## config.mk

```make
export PLATFORM = sky130hd
export DESIGN_NAME = servo_stop_mode_sequencer
export DESIGN_NICKNAME = d
export VERILOG_FILES = /design/src/logic/stop_mode_pkg.sv /design/src/logic/hold_timer.sv /design/src/logic/servo_stop_mode_sequencer.sv
export VERILOG_INCLUDE_DIRS = /design/src /design/src/logic
export SDC_FILE = /design/constraint.sdc
export NUM_CORES = 1
export LEC_CHECK = 0
export BUFFER_PORTS_ARGS = -buffer_cell sky130_fd_sc_hd__clkbuf_2
export CAP_MARGIN = 40
export CORE_MARGIN = 4
export CORE_UTILIZATION = 35
export DETAILED_ROUTE_END_ITERATION = 6
export GPL_TIMING_DRIVEN = 0
export PLACE_DENSITY_LB_ADDON = 0.3
export SLEW_MARGIN = 30
export SYNTH_ARGS = -nofsm -noshare
export SYNTH_HDL_FRONTEND = slang
export SYNTH_SLANG_ARGS = --single-unit
```

## constraint.sdc

```tcl
create_clock -name mclk_i -period 2.4 [get_ports mclk_i]
set_input_delay 0 -clock mclk_i [delete_from_list [all_inputs] [get_ports mclk_i]]
set_output_delay 0 -clock mclk_i [all_outputs]
set_load 0.01 [all_outputs]
```

## src/logic/stop_mode_regs.svh

```systemverilog
// Purpose: offsets, field positions, reset values and timing for the stop-mode sequencer
// Assumes: 32-bit word registers at byte addresses, 10 MHz clock
// Notes: definitions only
`ifndef STOP_MODE_REGS_SVH
`define STOP_MODE_REGS_SVH

// ----------------------------------------
// register offsets
// ----------------------------------------
`define OFS_PROHIBIT_INPUT 8'h00
`define OFS_PROHIBIT_STOP 8'h04
`define OFS_SERVO_OFF_STOP 8'h08
`define OFS_POWER_OFF_STOP 8'h0C
`define OFS_UV_ACTION 8'h10
`define OFS_HOLD_TIME 8'h14
`define OFS_ALARM_STOP 8'h18
`define OFS_INT_STATUS 8'h1C
`define OFS_INT_MASK 8'h20
`define OFS_STATE 8'h24

// ----------------------------------------
// reset values and limits
// ----------------------------------------
`define RST_PROHIBIT_INPUT 2'h1
`define RST_PROHIBIT_STOP 2'h0
`define RST_STOP_SELECT 4'h0
`define RST_UV_ACTION 1'h0
`define RST_HOLD_TIME 11'h046
`define RST_ALARM_STOP 3'h0
`define MAX_PROHIBIT_SEL 2'h2
`define MAX_STOP_SEL 4'h9
`define MIN_HOLD_TIME 11'h046
`define MAX_HOLD_TIME 11'h7D0

// ----------------------------------------
// field positions
// ----------------------------------------
`define BIT_DECEL_FREE 0
`define BIT_AFTER_FREE 1
`define BIT_HOLD_ERR 2
`define BIT_ALARM_IMM 2
`define INT_PROHIBIT 0
`define INT_MAINS_ALARM 1
`define INT_ALARM 2
`define INT_WIDTH 3

// ----------------------------------------
// timing
// ----------------------------------------
`define CLK_PERIOD_NS 100
`define HOLD_STEP_NS 1000000

`endif
```

## src/logic/stop_mode_pkg.sv

```systemverilog
// Purpose: types shared by the stop-mode sequencer
// Assumes: nothing
// Notes: decode of the 0..9 stop selection lives here
`default_nettype none
package stop_mode_pkg;
  typedef enum logic [1:0] {DEC_BRAKE, DEC_FREE, DEC_IMM} decel_t;
  typedef enum logic [1:0] {PH_RUN, PH_DECEL, PH_HELD} phase_t;
  typedef enum logic [1:0] {SRC_NONE, SRC_ALARM, SRC_POWER, SRC_SOFF} src_t;

  typedef struct packed {
    decel_t decel;
    logic after_free;
    logic clear_err;
  } action_t;

  function automatic action_t decode_stop(input logic [3:0] sel);
    action_t a;
    a.decel = sel[0] ? DEC_FREE : DEC_BRAKE;
    a.after_free = sel[1];
    a.clear_err = ~sel[2];
    if (sel[3]) begin
      a.decel = DEC_IMM;
      a.after_free = sel[0];
      a.clear_err = 1'b1;
    end
    return a;
  endfunction
endpackage
`default_nettype wire

```

## src/logic/hold_timer.sv

```systemverilog
// Purpose: momentary hold timer raising the main power supply alarm
// Assumes: power_ok_i synchronous to mclk_i
// Notes: 1 ms tick from the system clock
`default_nettype none
`include "stop_mode_regs.svh"
module hold_timer #(
  parameter int TICK_CYCLES = `HOLD_STEP_NS / `CLK_PERIOD_NS
) (
  input wire logic mclk_i,
  input wire logic rst_n_i,
  input wire logic power_ok_i,
  input wire logic [10:0] hold_ms_i,
  output logic alarm_o
);
  typedef struct packed {
    logic [15:0] tick_cnt;
    logic [10:0] ms_cnt;
    logic alarm;
  } timer_t;

  timer_t st_reg, st_next;

  // ----------------------------------------
  // counting
  // ----------------------------------------
  always_comb begin
    st_next = st_reg;
    if (power_ok_i) begin
      st_next = '0;
    end else if (st_reg.tick_cnt == 16'(TICK_CYCLES - 1)) begin
      st_next.tick_cnt = 16'h0000;
      if (st_reg.ms_cnt != `MAX_HOLD_TIME) begin
        st_next.ms_cnt = st_reg.ms_cnt + 11'h001;
      end
    end else begin
      st_next.tick_cnt = st_reg.tick_cnt + 16'h0001;
    end
    if (!power_ok_i && st_reg.ms_cnt >= hold_ms_i) begin
      st_next.alarm = 1'b1;
    end
  end

  always_ff @(posedge mclk_i or negedge rst_n_i) begin
    if (!rst_n_i) begin
      st_reg <= '0;
    end else begin
      st_reg <= st_next;
    end
  end

  assign alarm_o = st_reg.alarm;
endmodule
`default_nettype wire

```

## src/logic/servo_stop_mode_sequencer.sv

```systemverilog
// Purpose: selects stop actions on prohibit, servo-off, main power loss and alarm
// Assumes: all inputs synchronous to mclk_i; single-cycle register strobes
// Notes: outputs are registered, so they follow inputs by one clock
`default_nettype none
`include "stop_mode_regs.svh"

// Overview of operation
// - selection 1 ignores both prohibit inputs
// - selection 0 or 2 obeys prohibit inputs
// - prohibit stop 0: torque off, dynamic brake
// - prohibit stop 1: torque off, free-run
// - prohibit stop 2: torque off, immediate stop
// - servo-off 0..7: bits pick decel, after, counter
// - servo-off 8/9: immediate stop, clear, brake/free
// - power-off stop uses same encoding separately
// - mains alarm trips undervoltage or servo-off
// - mains alarm after hold time in ms
// - alarm 0..3: bits pick decel and after
// - alarm 4..7: immediate stop first if allowed
module servo_stop_mode_sequencer import stop_mode_pkg::*; #(
  parameter int TICK_CYCLES = `HOLD_STEP_NS / `CLK_PERIOD_NS
) (
  input wire logic mclk_i,
  input wire logic rst_n_i,
  input wire logic [7:0] addr_i,
  input wire logic [31:0] wr_data_i,
  input wire logic wr_i,
  input wire logic rd_i,
  output logic [31:0] rd_data_o,
  input wire logic fwd_prohibit_i,
  input wire logic rev_prohibit_i,
  input wire logic servo_on_i,
  input wire logic main_power_ok_i,
  input wire logic alarm_i,
  input wire logic alarm_imm_ok_i,
  input wire logic motor_stopped_i,
  output logic drive_en_o,
  output logic fwd_torque_en_o,
  output logic rev_torque_en_o,
  output logic dyn_brake_o,
  output logic imm_stop_o,
  output logic err_clear_o,
  output logic undervoltage_trip_o,
  output logic irq_o
);
  typedef struct packed {
    logic [1:0] pis;
    logic [1:0] pss;
    logic [3:0] soff_sel;
    logic [3:0] poff_sel;
    logic uv_sel;
    logic [10:0] hold;
    logic [2:0] alm_sel;
    logic [1:0] act_pis;
    logic [1:0] act_pss;
    logic [10:0] act_hold;
    logic loaded;
    logic pwr_q;
    logic [`INT_WIDTH-1:0] status;
    logic [`INT_WIDTH-1:0] mask;
    logic [`INT_WIDTH-1:0] ev_q;
    phase_t phase;
    logic [31:0] rd_data;
    logic drive_en;
    logic fwd_en;
    logic rev_en;
    logic brake;
    logic imm;
    logic clr;
    logic uv_trip;
    logic irq;
  } state_t;

  state_t st_reg, st_next;
  logic mains_alarm;
  logic pro_en;
  logic stop_c;
  src_t src;
  action_t act;
  logic [`INT_WIDTH-1:0] ev;

  hold_timer #(
    .TICK_CYCLES(TICK_CYCLES)
  ) u_hold (
    .mclk_i(mclk_i),
    .rst_n_i(rst_n_i),
    .power_ok_i(main_power_ok_i),
    .hold_ms_i(st_reg.act_hold),
    .alarm_o(mains_alarm)
  );

  // ----------------------------------------
  // stop source and action
  // ----------------------------------------
  always_comb begin
    pro_en = (st_reg.act_pis != `RST_PROHIBIT_INPUT);
    src = SRC_NONE;
    act = decode_stop(st_reg.soff_sel);
    if (alarm_i || (mains_alarm && !st_reg.uv_sel)) begin
      src = SRC_ALARM;
      act.decel = st_reg.alm_sel[`BIT_DECEL_FREE] ? DEC_FREE : DEC_BRAKE;
      // value 6 coasts like 7, so bit 0 alone cannot pick its decel action
      if (st_reg.alm_sel == 3'h6) begin
        act.decel = DEC_FREE;
      end
      if (st_reg.alm_sel[`BIT_ALARM_IMM] && alarm_imm_ok_i) begin
        act.decel = DEC_IMM;
      end
      act.after_free = st_reg.alm_sel[`BIT_AFTER_FREE];
      act.clear_err = 1'b1;
    end else if (!main_power_ok_i) begin
      src = SRC_POWER;
      act = decode_stop(st_reg.poff_sel);
    end else if (!servo_on_i || mains_alarm) begin
      src = SRC_SOFF;
    end
    stop_c = (src != SRC_NONE);
    ev = '0;
    ev[`INT_PROHIBIT] = !stop_c && pro_en && (fwd_prohibit_i || rev_prohibit_i);
    ev[`INT_MAINS_ALARM] = mains_alarm;
    ev[`INT_ALARM] = alarm_i;
  end

  // ----------------------------------------
  // next state
  // ----------------------------------------
  always_comb begin
    st_next = st_reg;
    // latch prohibit and hold settings once at the first mains power-up so they never shift
    st_next.pwr_q = main_power_ok_i;
    if (!st_reg.loaded && main_power_ok_i && !st_reg.pwr_q) begin
      st_next.loaded = 1'b1;
      st_next.act_pis = st_reg.pis;
      st_next.act_pss = st_reg.pss;
      st_next.act_hold = st_reg.hold;
    end

    if (!stop_c) begin
      st_next.phase = PH_RUN;
    end else if (st_reg.phase == PH_RUN) begin
      st_next.phase = PH_DECEL;
    end else if (motor_stopped_i) begin
      st_next.phase = PH_HELD;
    end

    case (st_next.phase)
      PH_RUN: begin
        st_next.drive_en = 1'b1;
        st_next.fwd_en = !(pro_en && fwd_prohibit_i);
        st_next.rev_en = !(pro_en && rev_prohibit_i);
        st_next.brake = ev[`INT_PROHIBIT] && st_reg.act_pss == 2'h0;
        st_next.imm = ev[`INT_PROHIBIT] && st_reg.act_pss == `MAX_PROHIBIT_SEL;
        st_next.clr = 1'b0;
      end
      PH_DECEL: begin
        st_next.drive_en = (act.decel == DEC_IMM);
        st_next.fwd_en = (act.decel == DEC_IMM);
        st_next.rev_en = (act.decel == DEC_IMM);
        st_next.brake = (act.decel == DEC_BRAKE);
        st_next.imm = (act.decel == DEC_IMM);
        st_next.clr = act.clear_err;
      end
      PH_HELD: begin
        st_next.drive_en = 1'b0;
        st_next.fwd_en = 1'b0;
        st_next.rev_en = 1'b0;
        st_next.brake = !act.after_free;
        st_next.imm = 1'b0;
        st_next.clr = act.clear_err;
      end
      default: begin
        st_next.phase = PH_RUN;
      end
    endcase
    st_next.uv_trip = mains_alarm && !st_reg.uv_sel;

    // register writes; out-of-range values are refused and the old value kept
    if (wr_i) begin
      case (addr_i)
        `OFS_PROHIBIT_INPUT: if (wr_data_i[1:0] <= `MAX_PROHIBIT_SEL) st_next.pis = wr_data_i[1:0];
        `OFS_PROHIBIT_STOP: if (wr_data_i[1:0] <= `MAX_PROHIBIT_SEL) st_next.pss = wr_data_i[1:0];
        `OFS_SERVO_OFF_STOP: if (wr_data_i[3:0] <= `MAX_STOP_SEL) st_next.soff_sel = wr_data_i[3:0];
        `OFS_POWER_OFF_STOP: if (wr_data_i[3:0] <= `MAX_STOP_SEL) st_next.poff_sel = wr_data_i[3:0];
        `OFS_UV_ACTION: st_next.uv_sel = wr_data_i[0];
        `OFS_HOLD_TIME: begin
          if (wr_data_i[10:0] >= `MIN_HOLD_TIME && wr_data_i[10:0] <= `MAX_HOLD_TIME) begin
            st_next.hold = wr_data_i[10:0];
          end
        end
        `OFS_ALARM_STOP: st_next.alm_sel = wr_data_i[2:0];
        `OFS_INT_MASK: st_next.mask = wr_data_i[`INT_WIDTH-1:0];
        default: begin
        end
      endcase
    end

    // ----------------------------------------
    // interrupt status, read to clear; a new event beats the clear
    // ----------------------------------------
    st_next.ev_q = ev;
    if (rd_i && addr_i == `OFS_INT_STATUS) begin
      st_next.status = '0;
    end
    st_next.status = st_next.status | (ev & ~st_reg.ev_q);
    st_next.irq = |(st_next.status & st_next.mask);

    st_next.rd_data = 32'h0000_0000;
    if (rd_i) begin
      case (addr_i)
        `OFS_PROHIBIT_INPUT: st_next.rd_data[1:0] = st_reg.pis;
        `OFS_PROHIBIT_STOP: st_next.rd_data[1:0] = st_reg.pss;
        `OFS_SERVO_OFF_STOP: st_next.rd_data[3:0] = st_reg.soff_sel;
        `OFS_POWER_OFF_STOP: st_next.rd_data[3:0] = st_reg.poff_sel;
        `OFS_UV_ACTION: st_next.rd_data[0] = st_reg.uv_sel;
        `OFS_HOLD_TIME: st_next.rd_data[10:0] = st_reg.hold;
        `OFS_ALARM_STOP: st_next.rd_data[2:0] = st_reg.alm_sel;
        `OFS_INT_STATUS: st_next.rd_data[`INT_WIDTH-1:0] = st_reg.status;
        `OFS_INT_MASK: st_next.rd_data[`INT_WIDTH-1:0] = st_reg.mask;
        `OFS_STATE: st_next.rd_data[18:0] = {st_reg.act_hold, st_reg.act_pss, st_reg.act_pis,
                                             st_reg.loaded, mains_alarm, src};
        default: st_next.rd_data = 32'h0000_0000;
      endcase
    end
  end

  always_ff @(posedge mclk_i or negedge rst_n_i) begin
    if (!rst_n_i) begin
      st_reg <= '0;
      st_reg.pis <= `RST_PROHIBIT_INPUT;
      st_reg.pss <= `RST_PROHIBIT_STOP;
      st_reg.soff_sel <= `RST_STOP_SELECT;
      st_reg.poff_sel <= `RST_STOP_SELECT;
      st_reg.uv_sel <= `RST_UV_ACTION;
      st_reg.hold <= `RST_HOLD_TIME;
      st_reg.alm_sel <= `RST_ALARM_STOP;
      st_reg.act_pis <= `RST_PROHIBIT_INPUT;
      st_reg.act_pss <= `RST_PROHIBIT_STOP;
      st_reg.act_hold <= `RST_HOLD_TIME;
      st_reg.phase <= PH_RUN;
    end else begin
      st_reg <= st_next;
    end
  end

  assign rd_data_o = st_reg.rd_data;
  assign drive_en_o = st_reg.drive_en;
  assign fwd_torque_en_o = st_reg.fwd_en;
  assign rev_torque_en_o = st_reg.rev_en;
  assign dyn_brake_o = st_reg.brake;
  assign imm_stop_o = st_reg.imm;
  assign err_clear_o = st_reg.clr;
  assign undervoltage_trip_o = st_reg.uv_trip;
  assign irq_o = st_reg.irq;
endmodule
`default_nettype wire

```

# --- After elaboration in Yosys (flattened, before gate mapping) ---
# Cells that the tools add are included.
word_totals:
  register_bits: 123
  inputBits: 51
  out_inout_bits: 40
  wordCells: 136
op_classes:
  addsub: 2
  n_lt_le_gt_ge: 5
  n_eq_ne: 17
  muxes: 33
  bitwise: 6
  reduce_logical: 45
op_table:
  columns: ["op", "count"]
  rows:
  - ["8-bit by 5-bit equality test with 1-bit output, second input constant", 4]
  - ["27-bit 2-to-1 mux", 1]
  - ["11-bit 2-to-1 mux", 2]
  - ["19-bit 2-to-1 mux", 1]
  - ["6-bit one-hot mux with 3 select lines", 1]
  - ["16-bit by 1-bit adder with 16-bit output, second input constant", 1]
  - ["16-bit by 14-bit equality test with 1-bit output, second input constant", 1]
  - ["8-bit by 4-bit equality test with 1-bit output, second input constant", 2]
  - ["8-bit by 6-bit equality test with 1-bit output, second input constant", 2]
  - ["16-bit 2-to-1 mux", 1]
  - ["2-bit 2-to-1 mux", 8]
  - ["4-bit 2-to-1 mux", 4]
  - ["3-bit AND reduction", 5]
  - ["7-bit one-hot mux with 2 select lines", 1]
  - ["1-bit logical AND", 13]
  - ["11-bit by 1-bit adder with 11-bit output, second input constant", 1]
  - ["11-bit >= comparator", 1]
  - ["11-bit by 7-bit >= comparator with 1-bit output, second input constant", 1]
  - ["11-bit <= comparator, second input constant", 1]
  - ["11-bit != test, second input constant", 1]
  - ["1-bit one-hot mux with 10 select lines", 1]
  - ["1-bit zero test", 9]
  - ["3-bit 2-to-1 mux", 3]
  - ["1-bit one-hot mux with 9 select lines", 1]
  - ["22 further kinds", 42]

# --- Longest topological paths before layout ---
# Gate-level depths: netlist of the first run.
logic_depth:
  ltp_word: 13
  mapped_depth: 8

# --- By module ---
# From an unflattened synthesis of the first run, not the netlist that was laid out.
unflattened:
  cells_unflattened: 530
  area_unflattened_um2: 5759.3
by_module_without_submodules:
  columns: ["mod", "n_inst", "cells_each", "area_per_inst_um2"]
  rows:
  - ["servo_stop_mode_sequencer", 1, 347, 4036.4]
  - ["hold_timer", 1, 183, 1722.9]

# --- Worst setup path after synthesis of the first run ---
# OpenSTA, ideal clock, no wires.
synth_timing:
  path_kind: "reg-to-reg"
  from: "reg u_hold.st_reg, in the netlist u_hold.alarm_o"
  to: "reg st_reg, in the netlist err_clear_o"
  setup_time_ns: 0.110
  t_arrival_ns: 1.721
  slack_ns: 0.568
  path_stages_with_launch: 7
  path_buffers: 1
  synth_period_minus_slack_ns: 1.832
  cell_sequence: "dfrtp_1 > nor4bb_1 > or2_2 > inv_1 > ha_1 > clkbuf_1 > o41ai_1"
synth_between:
  elab_chain_cells: 8
synth_rtl:
  columns: ["item", "line", "source"]
  rows:
  - ["start: declaration", "hold_timer.sv:21", "timer_t st_reg, st_next;"]
  - ["start signal: assignment", "hold_timer.sv:47", "st_reg <= st_next;"]
  - ["1-bit logical OR", "servo_stop_mode_sequencer.sv:114", "end else if (!servo_on_i || mains_alarm) begin"]
  - ["2-bit 2-to-1 mux", "servo_stop_mode_sequencer.sv:114", null]
  - ["2-bit 2-to-1 mux", "servo_stop_mode_sequencer.sv:111", "end else if (!main_power_ok_i) begin"]
  - ["2-bit 2-to-1 mux", "servo_stop_mode_sequencer.sv:99", "if (alarm_i || (mains_alarm && !st_reg.uv_sel)) begin"]
  - ["2-bit nonzero test", "servo_stop_mode_sequencer.sv:117", "stop_c = (src != SRC_NONE);"]
  - ["2-bit 2-to-1 mux", "servo_stop_mode_sequencer.sv:138", "if (!stop_c) begin"]
  - ["2-bit equality test (tied with other cells)", "servo_stop_mode_sequencer.sv:146", "case (st_next.phase)"]
  - ["6-bit one-hot mux with 3 select lines / 3-bit nonzero test (equally long branches)", null, null]
  - ["end signal: assignment", "servo_stop_mode_sequencer.sv:241", "st_reg <= st_next;"]
  - ["end: declaration", "servo_stop_mode_sequencer.sv:74", "state_t st_reg, st_next;"]
# Several ways; a longest one is shown, not always the timed one.
# A chain may end at the register's enable or synchronous reset.

# --- Final worst setup path of the first run ---
layout_timing:
  from: "in wr_data_i[1]"
  to: "reg st_reg[78] (netlist name)"
layout_between:
  elab_chain_cells: 3
layout_rtl:
  columns: ["item", "line", "source"]
  rows:
  - ["start: declaration", "servo_stop_mode_sequencer.sv:26", "input wire logic [31:0] wr_data_i,"]
  - ["11-bit by 7-bit >= comparator with 1-bit output (no line) / 11-bit <= comparator (equally long branches)", null, null]
  - ["1-bit logical AND (no line) *", null, null]
  - ["3-bit AND reduction (no line) *", null, null]
# Every way passes the cells marked *; elsewhere a longest branch is shown, timed or not.

==> results of run 1 <==
## per-stage QoR
step | TNS, ns | hold slack [ns] | std cells | area (um2) | util (%)
after floorplan | 0 | -0.296 | 531 | 5650 | -
after global placement | -19.03 | 0.124 | 801 | 6190 | 39.3
after detailed placement | 0 | -0.0665 | 802 | 6230 | 39.5
after CTS | 0 | 0.00948 | 833 | 6670 | 42.3
after global routing | 0 | 0.0296 | 833 | 6690 | 42.4
final | 0 | 0.0275 | 833 | 6690 | 42.4
## layer usage
layer  share of wire (%)  up-vias  track usage, %  routed length [um]
met5                   0        -               0                   0
met4                 2.1        0            6.33                 276
met3                 6.4       22            3.65                 839
met2                  45      114            22.8                5960
met1                  46     2011            20.7                6040
li1                    -     1978               -                   -
## worst paths after layout
| path | to | slack, ns | cells past startpoint |
|---|---|---|---|
| max | st_reg[78]$_DFFE_PN0P_ | 0.26 | 8 |
| min | st_reg[74]$_DFFE_PN0P_ | 0.03 | 2 |
| max in group asynchronous | st_reg[77]$_DFFE_PN1P_ | 1.59 | 3 |
| min reg2reg | u_hold.st_reg[12]$_DFF_PN0_ | 0.46 | 1 |
| max reg2reg | u_hold.st_reg[22]$_DFF_PN0_ | 0.26 | 5 |
| min in group asynchronous | st_reg[47]$_DFF_PN0_ | 0.12 | 2 |
## Yosys cell counts (all sizes together), types with 3 or more instances
master	instances	area share, %
a21oi	9	0.80
a22o	7	1.1
a22oi	4	0.54
a32oi	3	0.47
and2	10	1.1
and3	12	1.3
buf	36	4.9
clkbuf	14	0.94
dfrtp	102	46
dfstp	8	3.7
ha	18	4.0
inv	24	1.6
mux2	35	7.7
mux2i	9	1.6
nand2	33	2.2
nand2b	7	0.78
nand3	21	1.9
nand4	10	1.1
nor2	40	2.7
nor2b	5	0.56
nor3	9	0.80
nor4	7	1.0
nor4b	4	0.89
o211ai	4	0.54
o21ai	21	1.9
o21ba	4	0.71
o31ai	3	0.40
or2	3	0.33
xnor2	8	1.2
xor2	14	2.2
## logic make-up after synthesis
logic type	Yosys count	synth area share, %
and+or+nand+nor	171	16.2
DFF	110	49.3
AOI/OAI and AO/OA	78	9.88
buffers and inverters	74	7.41
muxes	45	9.70
xor gates and xnor gates	22	3.44
adders and majority gates	18	4.02
other	1	0.0669
## final cells by class
| type | count | area share (%) |
|---|---|---|
| tap | 216 | 4.04 |
| clock buffer | 10 | 3.42 |
| buffer | 50 | 4.86 |
| timing repair buffer | 70 | 6.83 |
| clock inverter | 6 | 0.935 |
| sequential | 110 | 41.3 |
| inverter | 24 | 1.35 |
| multi-input combinational | 347 | 37.2 |
## critical path: stages
cell and delay (ns):
dlygate4sd3_1 0.56, buf_6 0.16, or4_1 0.56, a21oi_1 0.17
nor3_1 0.08, nor4_2 0.30, buf_6 0.23, mux2_4 0.31
## repair_timing
item | 4_1_cts | 5_1_grt
endpoints found under the setup margin | 0 | 6
endpoints found under the hold margin | 124 | 0
buffers inserted | 0 | 0
resized for setup | 0 | 2
hold buffers | 15 | 0
## power groups by stage
stage / Sequential (mW) / Combinational (mW) / Clock [mW]
after CTS: 2.06 / 0.672 / 1.52
after detailed placement: 2.09 / 0.651 / 0
after global placement: 2.09 / 0.626 / 0
final: 2.06 / 0.664 / 1.47
after global routing: 2.07 / 0.757 / 1.59
after floorplan: 2.09 / 0.391 / 0
==> results.rst, run 1 <==
.. list-table::
   :header-rows: 1

   * - Metric
     - Value
   * - Run status
     - finished clean
   * - Setup Slack @ Placement
     - between 0.05 and 0.06 ns
   * - Arrival time of data at the critical path endpoint
     - between 2 and 2.5 ns
   * - Layout overhead on the synthesized area
     - 19.2%
   * - Number of antenna diodes
     - 0
   * - Sequential cell area
     - roughly 2800 um2
   * - VDD IR-drop max
     - approximately 300 uV
   * - Routed length per placed instance
     - 15.7 um
   * - Clock root buffer
     - clkbuf_16
   * - Distinct cell type count of the synthesized netlist
     - 62
   * - Crit path time final
     - 2.14 ns
   * - Horizontal extent of the die
     - 135 um
   * - Leakage power of the design
     - around 3.2 nW
   * - Vias in the first global route
     - about 4200
   * - Die area
     - approximately 18000 um2
   * - Largest net degree at the start of global routing
     - 75
   * - Most frequent standard cell in the layout excluding fill and tap cells
     - dfrtp_1
   * - Net switching share of the total power
     - a little over a quarter
   * - All-Layer GR Usage
     - about 15%
   * - Post-route clock period utilization
     - between 80% and 90%
   * - MaxCap Viol Count
     - 0
   * - Crit path max fanout
     - 10
   * - Via total after detailed routing
     - about 4100
   * - Total gr overflow
     - 0
   * - Clock transition at the registers of the reported paths
     - around 0.070 ns
   * - TritonCTS clock tree
     - yes
   * - Net switching power
     - 1.12 mW
   * - Number of vias per cell after detailed routing
     - just under 5
   * - Register area share after synthesis
     - between 40% and 50%
   * - Post-Synthesis Cell Area
     - about 5600 um2
   * - Total of endpoints with negative setup slack in the final report
     - 0
   * - Critical path data required time
     - around 2.6 ns
   * - Worst Tran Pin Value
     - 0.761 ns
   * - Hold Vio Cnt, Final
     - 0
   * - Setup WS post-layout
     - around 0.26 ns
   * - Initial antenna violation count
     - 0
   * - Number of buffers added on ports
     - 54
   * - Buffer levels on the longest clock path
     - 2
   * - Share of layout cells above drive strength 1
     - 26.1%
   * - Latest clock arrival within the worst-skew pair
     - between 0.3 and 0.4 ns
   * - Slew margin rel.
     - approximately half
   * - Number of DRC markers after the initial detailed-route iteration
     - ~280
   * - RSZ-0062 raised after global routing
     - false
   * - Power Dens Cells
     - ~630 nW/um2
   * - Clock Power Share
     - between 30% and 40%
   * - Final antenna-violating net count
     - 0
   * - Hold WC Path Type
     - in -> reg
   * - Total of flip-flops plus latches after synthesis
     - 110
   * - Fin nets
     - between 600 and 700
   * - H-Tree Level Count
     - 3
   * - Min-delay src
     - wr_data_i[3]
   * - Critical setup path kind
     - in -> reg
   * - Number of buffers created by CTS
     - 9
   * - Post-Syn Instances
     - roughly 520
   * - Total Power
     - approximately 4.2 mW
   * - Total wire length
     - ~13000 um
   * - Area used by multi-input combinational logic
     - about 2500 um2
   * - Internal power component
     - between 3 and 4 mW
   * - Max-slew violation total from the final report
     - 0
   * - Number of detailed-routing iterations run before antenna repair
     - 4
   * - Reg-to-Reg Start
     - u_hold.st_reg[19]$_DFF_PN0_
   * - Yosys warnings
     - 0
   * - Fraction of registers with async set or reset after synthesis
     - 100%
   * - Critical path launch point
     - wr_data_i[1]
   * - Weighted congestion at the end of routability-driven global placement
     - approximately 0.97
   * - HPWL after DPL
     - 9840 um
   * - Kind of end point of the critical path
     - flop
   * - Initial standard-cell utilization of the core
     - roughly 36%
   * - Top-level I/O count
     - 91
   * - Leading cell types in the layout, fill and taps excluded
     - dfrtp_1, clkbuf_2, nor2_1, nand2_1, buf_4
   * - Number of clock sinks seen by CTS
     - 110
   * - Mean instance size in the synthesized netlist
     - 10.8 um2
   * - Placeable core region
     - 15800 um2
   * - Fill cell instance count of the final layout
     - 1542
   * - EDFF count, synth
     - 0
   * - Post-Route Skew
     - roughly 0.0066 ns
   * - Wire length of the first global-routing pass
     - roughly 22000 um
   * - Max FFs per register
     - between 50 and 60
   * - Die boundary height
     - roughly 130 um
   * - CP startpoint kind
     - primary input
   * - Share of power burned in combinational logic
     - between 10% and 20%
   * - Row cnt
     - 46
   * - Most instantiated flip-flop cell in the synthesis netlist
     - dfrtp_1
   * - Residual DRC count
     - 0
   * - Highest clock frequency the design can meet
     - ~0.47 GHz
   * - Sequential group share of total power
     - between 40 and 50%
Note: power is estimated with default switching activity, not from simulation.
==> run 2: changes to the inputs <==
--- a/config.mk
+++ b/config.mk
@@ -10,6 +10,7 @@
 export CAP_MARGIN = 40
 export CORE_MARGIN = 4
 export CORE_UTILIZATION = 35
+export CTS_CLUSTER_SIZE = 16
 export DETAILED_ROUTE_END_ITERATION = 6
 export GPL_TIMING_DRIVEN = 0
 export PLACE_DENSITY_LB_ADDON = 0.3
==> constraint.sdc (replaced) <==
create_clock -name mclk_i -period 1.8 [get_ports mclk_i]
set_input_delay 0 -clock mclk_i [delete_from_list [all_inputs] [get_ports mclk_i]]
set_output_delay 0 -clock mclk_i [all_outputs]
set_load 0.01 [all_outputs]
==> run 2 against run 1 <==
Net effect: clock skew is 0.0038 ns higher; flip-flop and latch count stayed put; clock-buffer cell count is 1 higher; utilization is 1.6 points higher; sequential power is 33% higher; final area is 3.8% higher; routed wire length is 1.1% higher; first-iteration DRC count is 26% lower; combinational power is 85% higher; cell count is 0.72% higher; register-to-register slack worse by 0.22 ns; critical endpoint is now dyn_brake_o$_DFFE_PN0P_; largest power group unchanged.
==> results.rst, run 2 (synthesis results as in run 1) <==
.. list-table::
   :header-rows: 1

   * - Metric
     - Value
   * - Run status
     - finished clean
   * - Final cell count without fillers
     - between 800 and 900
   * - CP startpoint kind
     - flop
   * - RSZ-0062 raised after global routing
     - true
   * - Wl on met1
     - ~6300 um
   * - Total met2 wirelength after detailed routing
     - 5980 um
   * - Hold Vio Cnt, Final
     - 0
   * - Via total after detailed routing
     - ~4100
   * - Number of antenna diodes
     - 0
   * - Worst Hold Depth
     - 3
   * - Total gr overflow
     - 0
   * - Length in cells of the worst reg-to-reg path
     - 7
   * - Number of clock sinks seen by CTS
     - between 100 and 150
   * - Kind of end point of the critical path
     - flop
   * - Max FFs per register
     - between 50 and 60
   * - Placeable core region
     - between 15000 and 20000 um2
   * - Routed length per placed instance
     - 15.8 um
   * - Clock Power Share
     - around a third
   * - Number of vias per cell after detailed routing
     - a little under 5
   * - Weighted congestion at the end of routability-driven global placement
     - around 0.95
   * - Setup Slack @ Placement
     - -0.500 ns
   * - Clock transition at the registers of the reported paths
     - approximately 0.070 ns
   * - Number of DRC markers after the initial detailed-route iteration
     - between 200 and 250
   * - TritonCTS clock tree
     - yes
   * - Residual DRC count
     - 0
   * - Net switching power
     - between 1.5 and 2 mW
   * - Clock root buffer
     - clkbuf_16
   * - Number of detailed-routing iterations run before antenna repair
     - 5
   * - Share of power burned in combinational logic
     - approximately a fifth
   * - Total of endpoints with negative setup slack in the final report
     - 0
   * - H-Tree Level Count
     - 3
   * - Arrival time of data at the critical path endpoint
     - about 2 ns
   * - MaxCap Viol Count
     - 0
   * - Worst setup slack for register-to-register paths
     - around 0.036 ns
   * - Power Dens Cells
     - around 840 nW/um2
   * - Setup WS post-layout
     - roughly 0.036 ns
   * - Most frequent standard cell in the layout excluding fill and tap cells
     - dfrtp_1
   * - Post-place instance area
     - ~6200 um2
   * - Critical path data required time
     - approximately 2 ns
   * - Max-slew violation total from the final report
     - 0
   * - Leakage power of the design
     - 3.24 nW
   * - Sequential group share of total power
     - 47.1%
   * - Largest net degree at the start of global routing
     - ~70
   * - Placed instance count
     - roughly 800
   * - Hold WC Path Type
     - in -> reg
   * - HPWL after DPL
     - 9660 um
   * - Post-Route Skew
     - approximately 0.010 ns
   * - Buffer levels on the longest clock path
     - 2
   * - Die boundary height
     - 135 um
   * - Layout overhead on the synthesized area
     - 23.7%
   * - Wire length of the first global-routing pass
     - approximately 22000 um
   * - Post-route worst hold slack
     - around 0.022 ns
   * - Horizontal extent of the die
     - 135 um
   * - Worst Tran Pin Value
     - 0.764 ns
   * - VDD IR-drop max
     - about 420 uV
   * - Die area
     - 18100 um2
   * - Total Power
     - 5.84 mW
   * - Row cnt
     - 46
   * - Internal power component
     - around 4.2 mW
   * - Crit path time final
     - 1.76 ns
   * - Crit path max fanout
     - 7
   * - Initial antenna violation count
     - 0
   * - Total wire length
     - about 13000 um
   * - Final antenna-violating net count
     - 0
   * - Number of buffers created by CTS
     - 9
   * - Met3 Routed Length
     - 710 um
   * - Latest clock arrival within the worst-skew pair
     - between 0.3 and 0.4 ns
   * - Uppermost routed layer
     - met4
   * - All-Layer GR Usage
     - roughly 15%
   * - Fin nets
     - 687
   * - Highest clock frequency the design can meet
     - around 0.57 GHz
   * - Share of layout cells above drive strength 1
     - between 30% and 40%
   * - Vias in the first global route
     - slightly above 4000
   * - Leading cell types in the layout, fill and taps excluded
     - dfrtp_1, clkbuf_2, buf_4, nor2_1, nand2_1
   * - Initial standard-cell utilization of the core
     - 35.6%
   * - Slew margin rel.
     - around 48%
   * - Post-route clock period utilization
     - a little over nine tenths
   * - Number of buffers added on ports
     - 54
   * - Net switching share of the total power
     - approximately 28%
   * - Top-level I/O count
     - slightly above 90
   * - Critical setup path kind
     - reg -> reg
   * - Post-route cell area
     - 6940 um2
run 2: area by class of cell:
| type | instances | area, um2 |
|---|---|---|
| Buffer | 49 | 345 |
| Clock inverter | 5 | 32.5 |
| Fill cell | 1563 | 8830 |
| Sequential cell | 110 | 2770 |
| Tap cell | 216 | 270 |
| Clock buffer | 11 | 243 |
| Multi-Input combinational cell | 347 | 2680 |
| Inverter | 24 | 92.6 |
| Timing Repair Buffer | 77 | 507 |
run 2: path summary, 6_finish.rpt:
kind / startpoint / end
setup / recovery: u_hold.alarm_o$_DFFE_PN0P_ / dyn_brake_o$_DFFE_PN0P_
hold / removal: wr_data_i[1] / st_reg[93]$_DFFE_PN1P_
setup reg to reg: u_hold.alarm_o$_DFFE_PN0P_ / dyn_brake_o$_DFFE_PN0P_
hold reg to reg: st_reg[44]$_DFF_PN0_ / st_reg[50]$_DFF_PN0_
max in group asynchronous: rst_n_i / st_reg[59]$_DFFE_PN1P_
min in group asynchronous: rst_n_i / st_reg[70]$_DFFE_PN0P_
run 2: critical path: stages, from the launching register on:
cell	delay, ns
dfrtp_2	0.46
nor4bb_4	0.28
buf_4	0.18
a211oi_4	0.05
ha_4	0.33
nor3b_2	0.18
nand2_1	0.09
o311ai_1	0.08
run 2: metrics by stage:
| step | TNS, ns | utilization (%) |
|---|---|---|
| 6_report | 0 | 44.0 |
| 5_1_grt | -0.268 | 44.0 |
| 4_1_cts | 0 | 43.0 |
| 3_5_place_dp | -10.49 | 39.6 |
| 3_3_place_gp | -87.95 | 39.3 |
| 2_1_floorplan | 0 | - |
run 2: what timing repair did:
| item | in CTS | in global routing |
|---|---|---|
| setup endpoints to repair | 27 | 29 |
| hold buffers | 14 | 0 |
| buffers inserted | 3 | 5 |
| endpoints found under the hold margin | 122 | 0 |
| gates resized for setup | 28 | 27 |
| pin swaps | 7 | 8 |
run 2: per-layer routing:
metal  track usage (%)  up-vias
met5                 0        -
met1              21.0     2003
met2              22.7      104
met4              4.75        0
li1                  -     1989
met3              4.55       19
run 2: power by group through the flow:
| stage | registers [mW] | logic (mW) | clock network [mW] |
|---|---|---|---|
| after global routing | 2.77 | 1.35 | 2.04 |
| after detailed placement | 2.79 | 0.866 | 0 |
| after global placement | 2.78 | 0.834 | 0 |
| final | 2.75 | 1.23 | 1.86 |
| after floorplan | 2.79 | 0.522 | 0 |
| after CTS | 2.75 | 1.03 | 1.93 |
==> run 3: changes to the inputs <==
--- a/config.mk
+++ b/config.mk
@@ -6,13 +6,14 @@
 export SDC_FILE = /design/constraint.sdc
 export NUM_CORES = 1
 export LEC_CHECK = 0
-export BUFFER_PORTS_ARGS = -buffer_cell sky130_fd_sc_hd__clkbuf_2
+export BUFFER_PORTS_ARGS = -buffer_cell sky130_fd_sc_hd__buf_2
 export CAP_MARGIN = 40
 export CORE_MARGIN = 4
 export CORE_UTILIZATION = 35
 export CTS_CLUSTER_SIZE = 16
 export DETAILED_ROUTE_END_ITERATION = 6
 export GPL_TIMING_DRIVEN = 0
+export MAX_ROUTING_LAYER = met4
 export PLACE_DENSITY_LB_ADDON = 0.3
 export SLEW_MARGIN = 30
 export SYNTH_ARGS = -nofsm -noshare
==> run 3 against run 2 <==
Net effect: critical path depth stayed put; power is 0.94% higher; first-iteration DRC count is 40% higher; setup slack better by 0.028 ns; combinational power is 9% lower; largest cell class unchanged.
==> results.rst, run 3 (synthesis results as in run 1) <==
.. list-table::
   :header-rows: 1

   * - Metric
     - Value
   * - Run status
     - finished clean
   * - Critical path data required time
     - between 2 and 2.5 ns
   * - Placeable core region
     - 15800 um2
   * - Number of clock sinks seen by CTS
     - between 100 and 150
   * - Internal power component
     - between 4 and 5 mW
   * - All-Layer GR Usage
     - 15.5%
   * - Crit path time final
     - approximately 1.7 ns
   * - Fin nets
     - just under 700
   * - Max-slew violation total from the final report
     - 0
   * - Clock root buffer
     - clkbuf_16
   * - Largest net degree at the start of global routing
     - 60
   * - Vias in the first global route
     - about 4000
   * - Worst Tran Pin Value
     - around 0.53 ns
   * - Number of vias per cell after detailed routing
     - around 5
   * - Post-Route Skew
     - around 0.0057 ns
   * - Net switching share of the total power
     - 27.1%
   * - Residual DRC count
     - 0
   * - Net switching power
     - 1.59 mW
   * - Die area
     - about 18000 um2
   * - Slew margin rel.
     - between 60 and 70%
   * - Number of detailed-routing iterations run before antenna repair
     - 4
   * - Number of DRC markers after the initial detailed-route iteration
     - 290
   * - Min-delay src
     - wr_data_i[3]
   * - Crit path max fanout
     - 7
   * - CP startpoint kind
     - flop
   * - Reg-to-Reg Start
     - u_hold.alarm_o$_DFFE_PN0P_
   * - VDD IR-drop max
     - 507 uV
   * - MaxCap Viol Count
     - 0
   * - Number of buffers added on ports
     - 54
   * - Number of antenna diodes
     - 0
   * - Layout overhead on the synthesized area
     - 23.0%
   * - Total wire length
     - 13400 um
   * - Critical setup path kind
     - reg -> reg
   * - Endpoint of the worst register-to-register path
     - dyn_brake_o$_DFFE_PN0P_
   * - TNS Setup
     - 0 ns
   * - HPWL after DPL
     - a little under 10000 um
   * - Buffer levels on the longest clock path
     - 2
   * - Post-route cell area
     - a little under 7000 um2
   * - Top-level I/O count
     - slightly above 90
   * - Latest clock arrival within the worst-skew pair
     - around 0.35 ns
   * - Number of buffers created by CTS
     - 9
   * - Via total after detailed routing
     - slightly above 4000
   * - Clock transition at the registers of the reported paths
     - roughly 0.070 ns
   * - Leakage power of the design
     - 3.23 nW
   * - Row cnt
     - 46
   * - Share of layout cells above drive strength 1
     - between 30% and 40%
   * - Die boundary height
     - 135 um
   * - Power Dens Cells
     - roughly 850 nW/um2
   * - Initial standard-cell utilization of the core
     - ~36%
   * - Length in cells of the worst reg-to-reg path
     - 7
   * - Share of the core filled with cells in the final layout
     - roughly 44%
   * - Sequential group share of total power
     - a little under half
   * - Final antenna-violating net count
     - 0
   * - Min-Delay Endpoint
     - st_reg[74]$_DFFE_PN0P_
   * - Routed length per placed instance
     - between 15 and 20 um
   * - Most frequent standard cell in the layout excluding fill and tap cells
     - dfrtp_1
   * - RSZ-0062 raised after global routing
     - true
   * - Total met2 wirelength after detailed routing
     - 6170 um
   * - Crit-path max cell delay
     - about 0.46 ns
   * - Highest clock frequency the design can meet
     - approximately 0.58 GHz
   * - Worst setup slack for register-to-register paths
     - approximately 0.064 ns
   * - Met3 Routed Length
     - approximately 490 um
   * - Hold WC Path Type
     - in -> reg
   * - CP cell instances
     - nor4bb_4 -> buf_4 -> or2_4 -> ha_4 -> nor3b_2 -> nand2_1 -> o311ai_2
   * - Weighted congestion at the end of routability-driven global placement
     - approximately 0.95
   * - H-Tree Level Count
     - 3
   * - Total of endpoints with negative setup slack in the final report
     - 0
   * - TritonCTS clock tree
     - yes
   * - Fill cell instance count of the final layout
     - between 1500 and 2000
   * - Setup Slack @ Placement
     - -0.438 ns
   * - Wl on met1
     - between 6000 and 7000 um
   * - Kind of end point of the critical path
     - flop
   * - Post-place instance area
     - between 6000 and 7000 um2
   * - Arrival time of data at the critical path endpoint
     - between 1.5 and 2 ns
   * - Wire length of the first global-routing pass
     - approximately 21000 um
   * - Setup WS post-layout
     - 0.0638 ns
   * - Slowest cell on crit path
     - dfrtp_2
   * - Worst Hold Depth
     - 2
   * - Post-route clock period utilization
     - between 90% and 100%
   * - Leading cell types in the layout, fill and taps excluded
     - dfrtp_1, buf_2, nor2_1, buf_4, nand2_1
   * - Clock Power Share
     - about a third
   * - Total gr overflow
     - 0
   * - Horizontal extent of the die
     - 135 um
   * - Total Power
     - around 5.9 mW
   * - Initial antenna violation count
     - 0
   * - Max FFs per register
     - 55
   * - Uppermost routed layer
     - met4
   * - Hold Vio Cnt, Final
     - 0
   * - Share of power burned in combinational logic
     - a little under a fifth
run 3: cell count changes in the layout (fill, tap and decap cells not counted), moves of 2 or more:
cell      previous run  this run
clkinv_2             3         0
a21oi_2              0         2
clkbuf_1            10        13
buf_6                2         4
buf_4               40        35
buf_2                3        55
o31ai_1              1         3
clkbuf_2            54         0
run 3: cell type report:
cell class,count,area (um2),share of cell area (%)
clock inverters,3,46.3,0.671
repair buffers,75,492,7.12
inverters,24,90.1,1.31
plain buffers,49,347,5.02
clock buffers,13,250,3.63
multi-input cells,347,2640,38.3
flip-flops and latches,110,2760,40.0
well taps,216,270,3.92
run 3: worst max path at each step:
stage,start,end,cells after the start
5_1_grt,u_hold.alarm_o$_DFFE_PN0P_,dyn_brake_o$_DFFE_PN0P_,7
6_report,u_hold.alarm_o$_DFFE_PN0P_,dyn_brake_o$_DFFE_PN0P_,7
2_1_floorplan,u_hold.alarm_o$_DFFE_PN0P_,err_clear_o$_DFFE_PN0P_,6
4_1_cts,u_hold.alarm_o$_DFFE_PN0P_,dyn_brake_o$_DFFE_PN0P_,6
3_3_place_gp,rst_n_i,rd_data_o[16]$_DFF_PN0_,1
3_5_place_dp,u_hold.alarm_o$_DFFE_PN0P_,err_clear_o$_DFFE_PN0P_,6
run 3: stage by stage:
step | std cells | hold WS, ns
detailed placement | 803 | -0.0141
global route | 837 | 0.0165
CTS | 836 | 0.00814
finish | 837 | 0.0200
global placement | 801 | 0.125
floorplan | 531 | -0.296
run 3: power groups by stage:
| stage | combinational (mW) | clock, mW | sequential, mW |
|---|---|---|---|
| finish | 1.12 | 2.01 | 2.75 |
| global route | 1.23 | 2.14 | 2.77 |
| CTS | 1.01 | 2.07 | 2.74 |
| detailed placement | 0.869 | 0 | 2.79 |
| global placement | 0.836 | 0 | 2.78 |
| floorplan | 0.522 | 0 | 2.79 |
run 3: layer usage:
| metal | global-route usage (%) | up-vias |
|---|---|---|
| met5 | - | - |
| met1 | 21.3 | 2016 |
| met3 | 2.12 | 13 |
| met2 | 23.2 | 86 |
| met4 | 6.11 | 0 |
| li1 | - | 1987 |
run 3: what timing repair did:
item | 4_1_cts | 5_1_grt
hold buffers | 15 | 0
resized for setup | 22 | 27
setup buffers | 2 | 2
setup endpoints to repair | 21 | 31
pin swaps | 5 | 5
endpoints found under the hold margin | 72 | 0
run 3: worst max-delay path, delay by kind of cell (launching register included):
kind,cells,cell delay [ns]
and+or+nand+nor,4,0.64
buffers and inverters,1,0.18
adders and majority gates,1,0.23
AOI/OAI and AO/OA,1,0.10
DFF,1,0.46
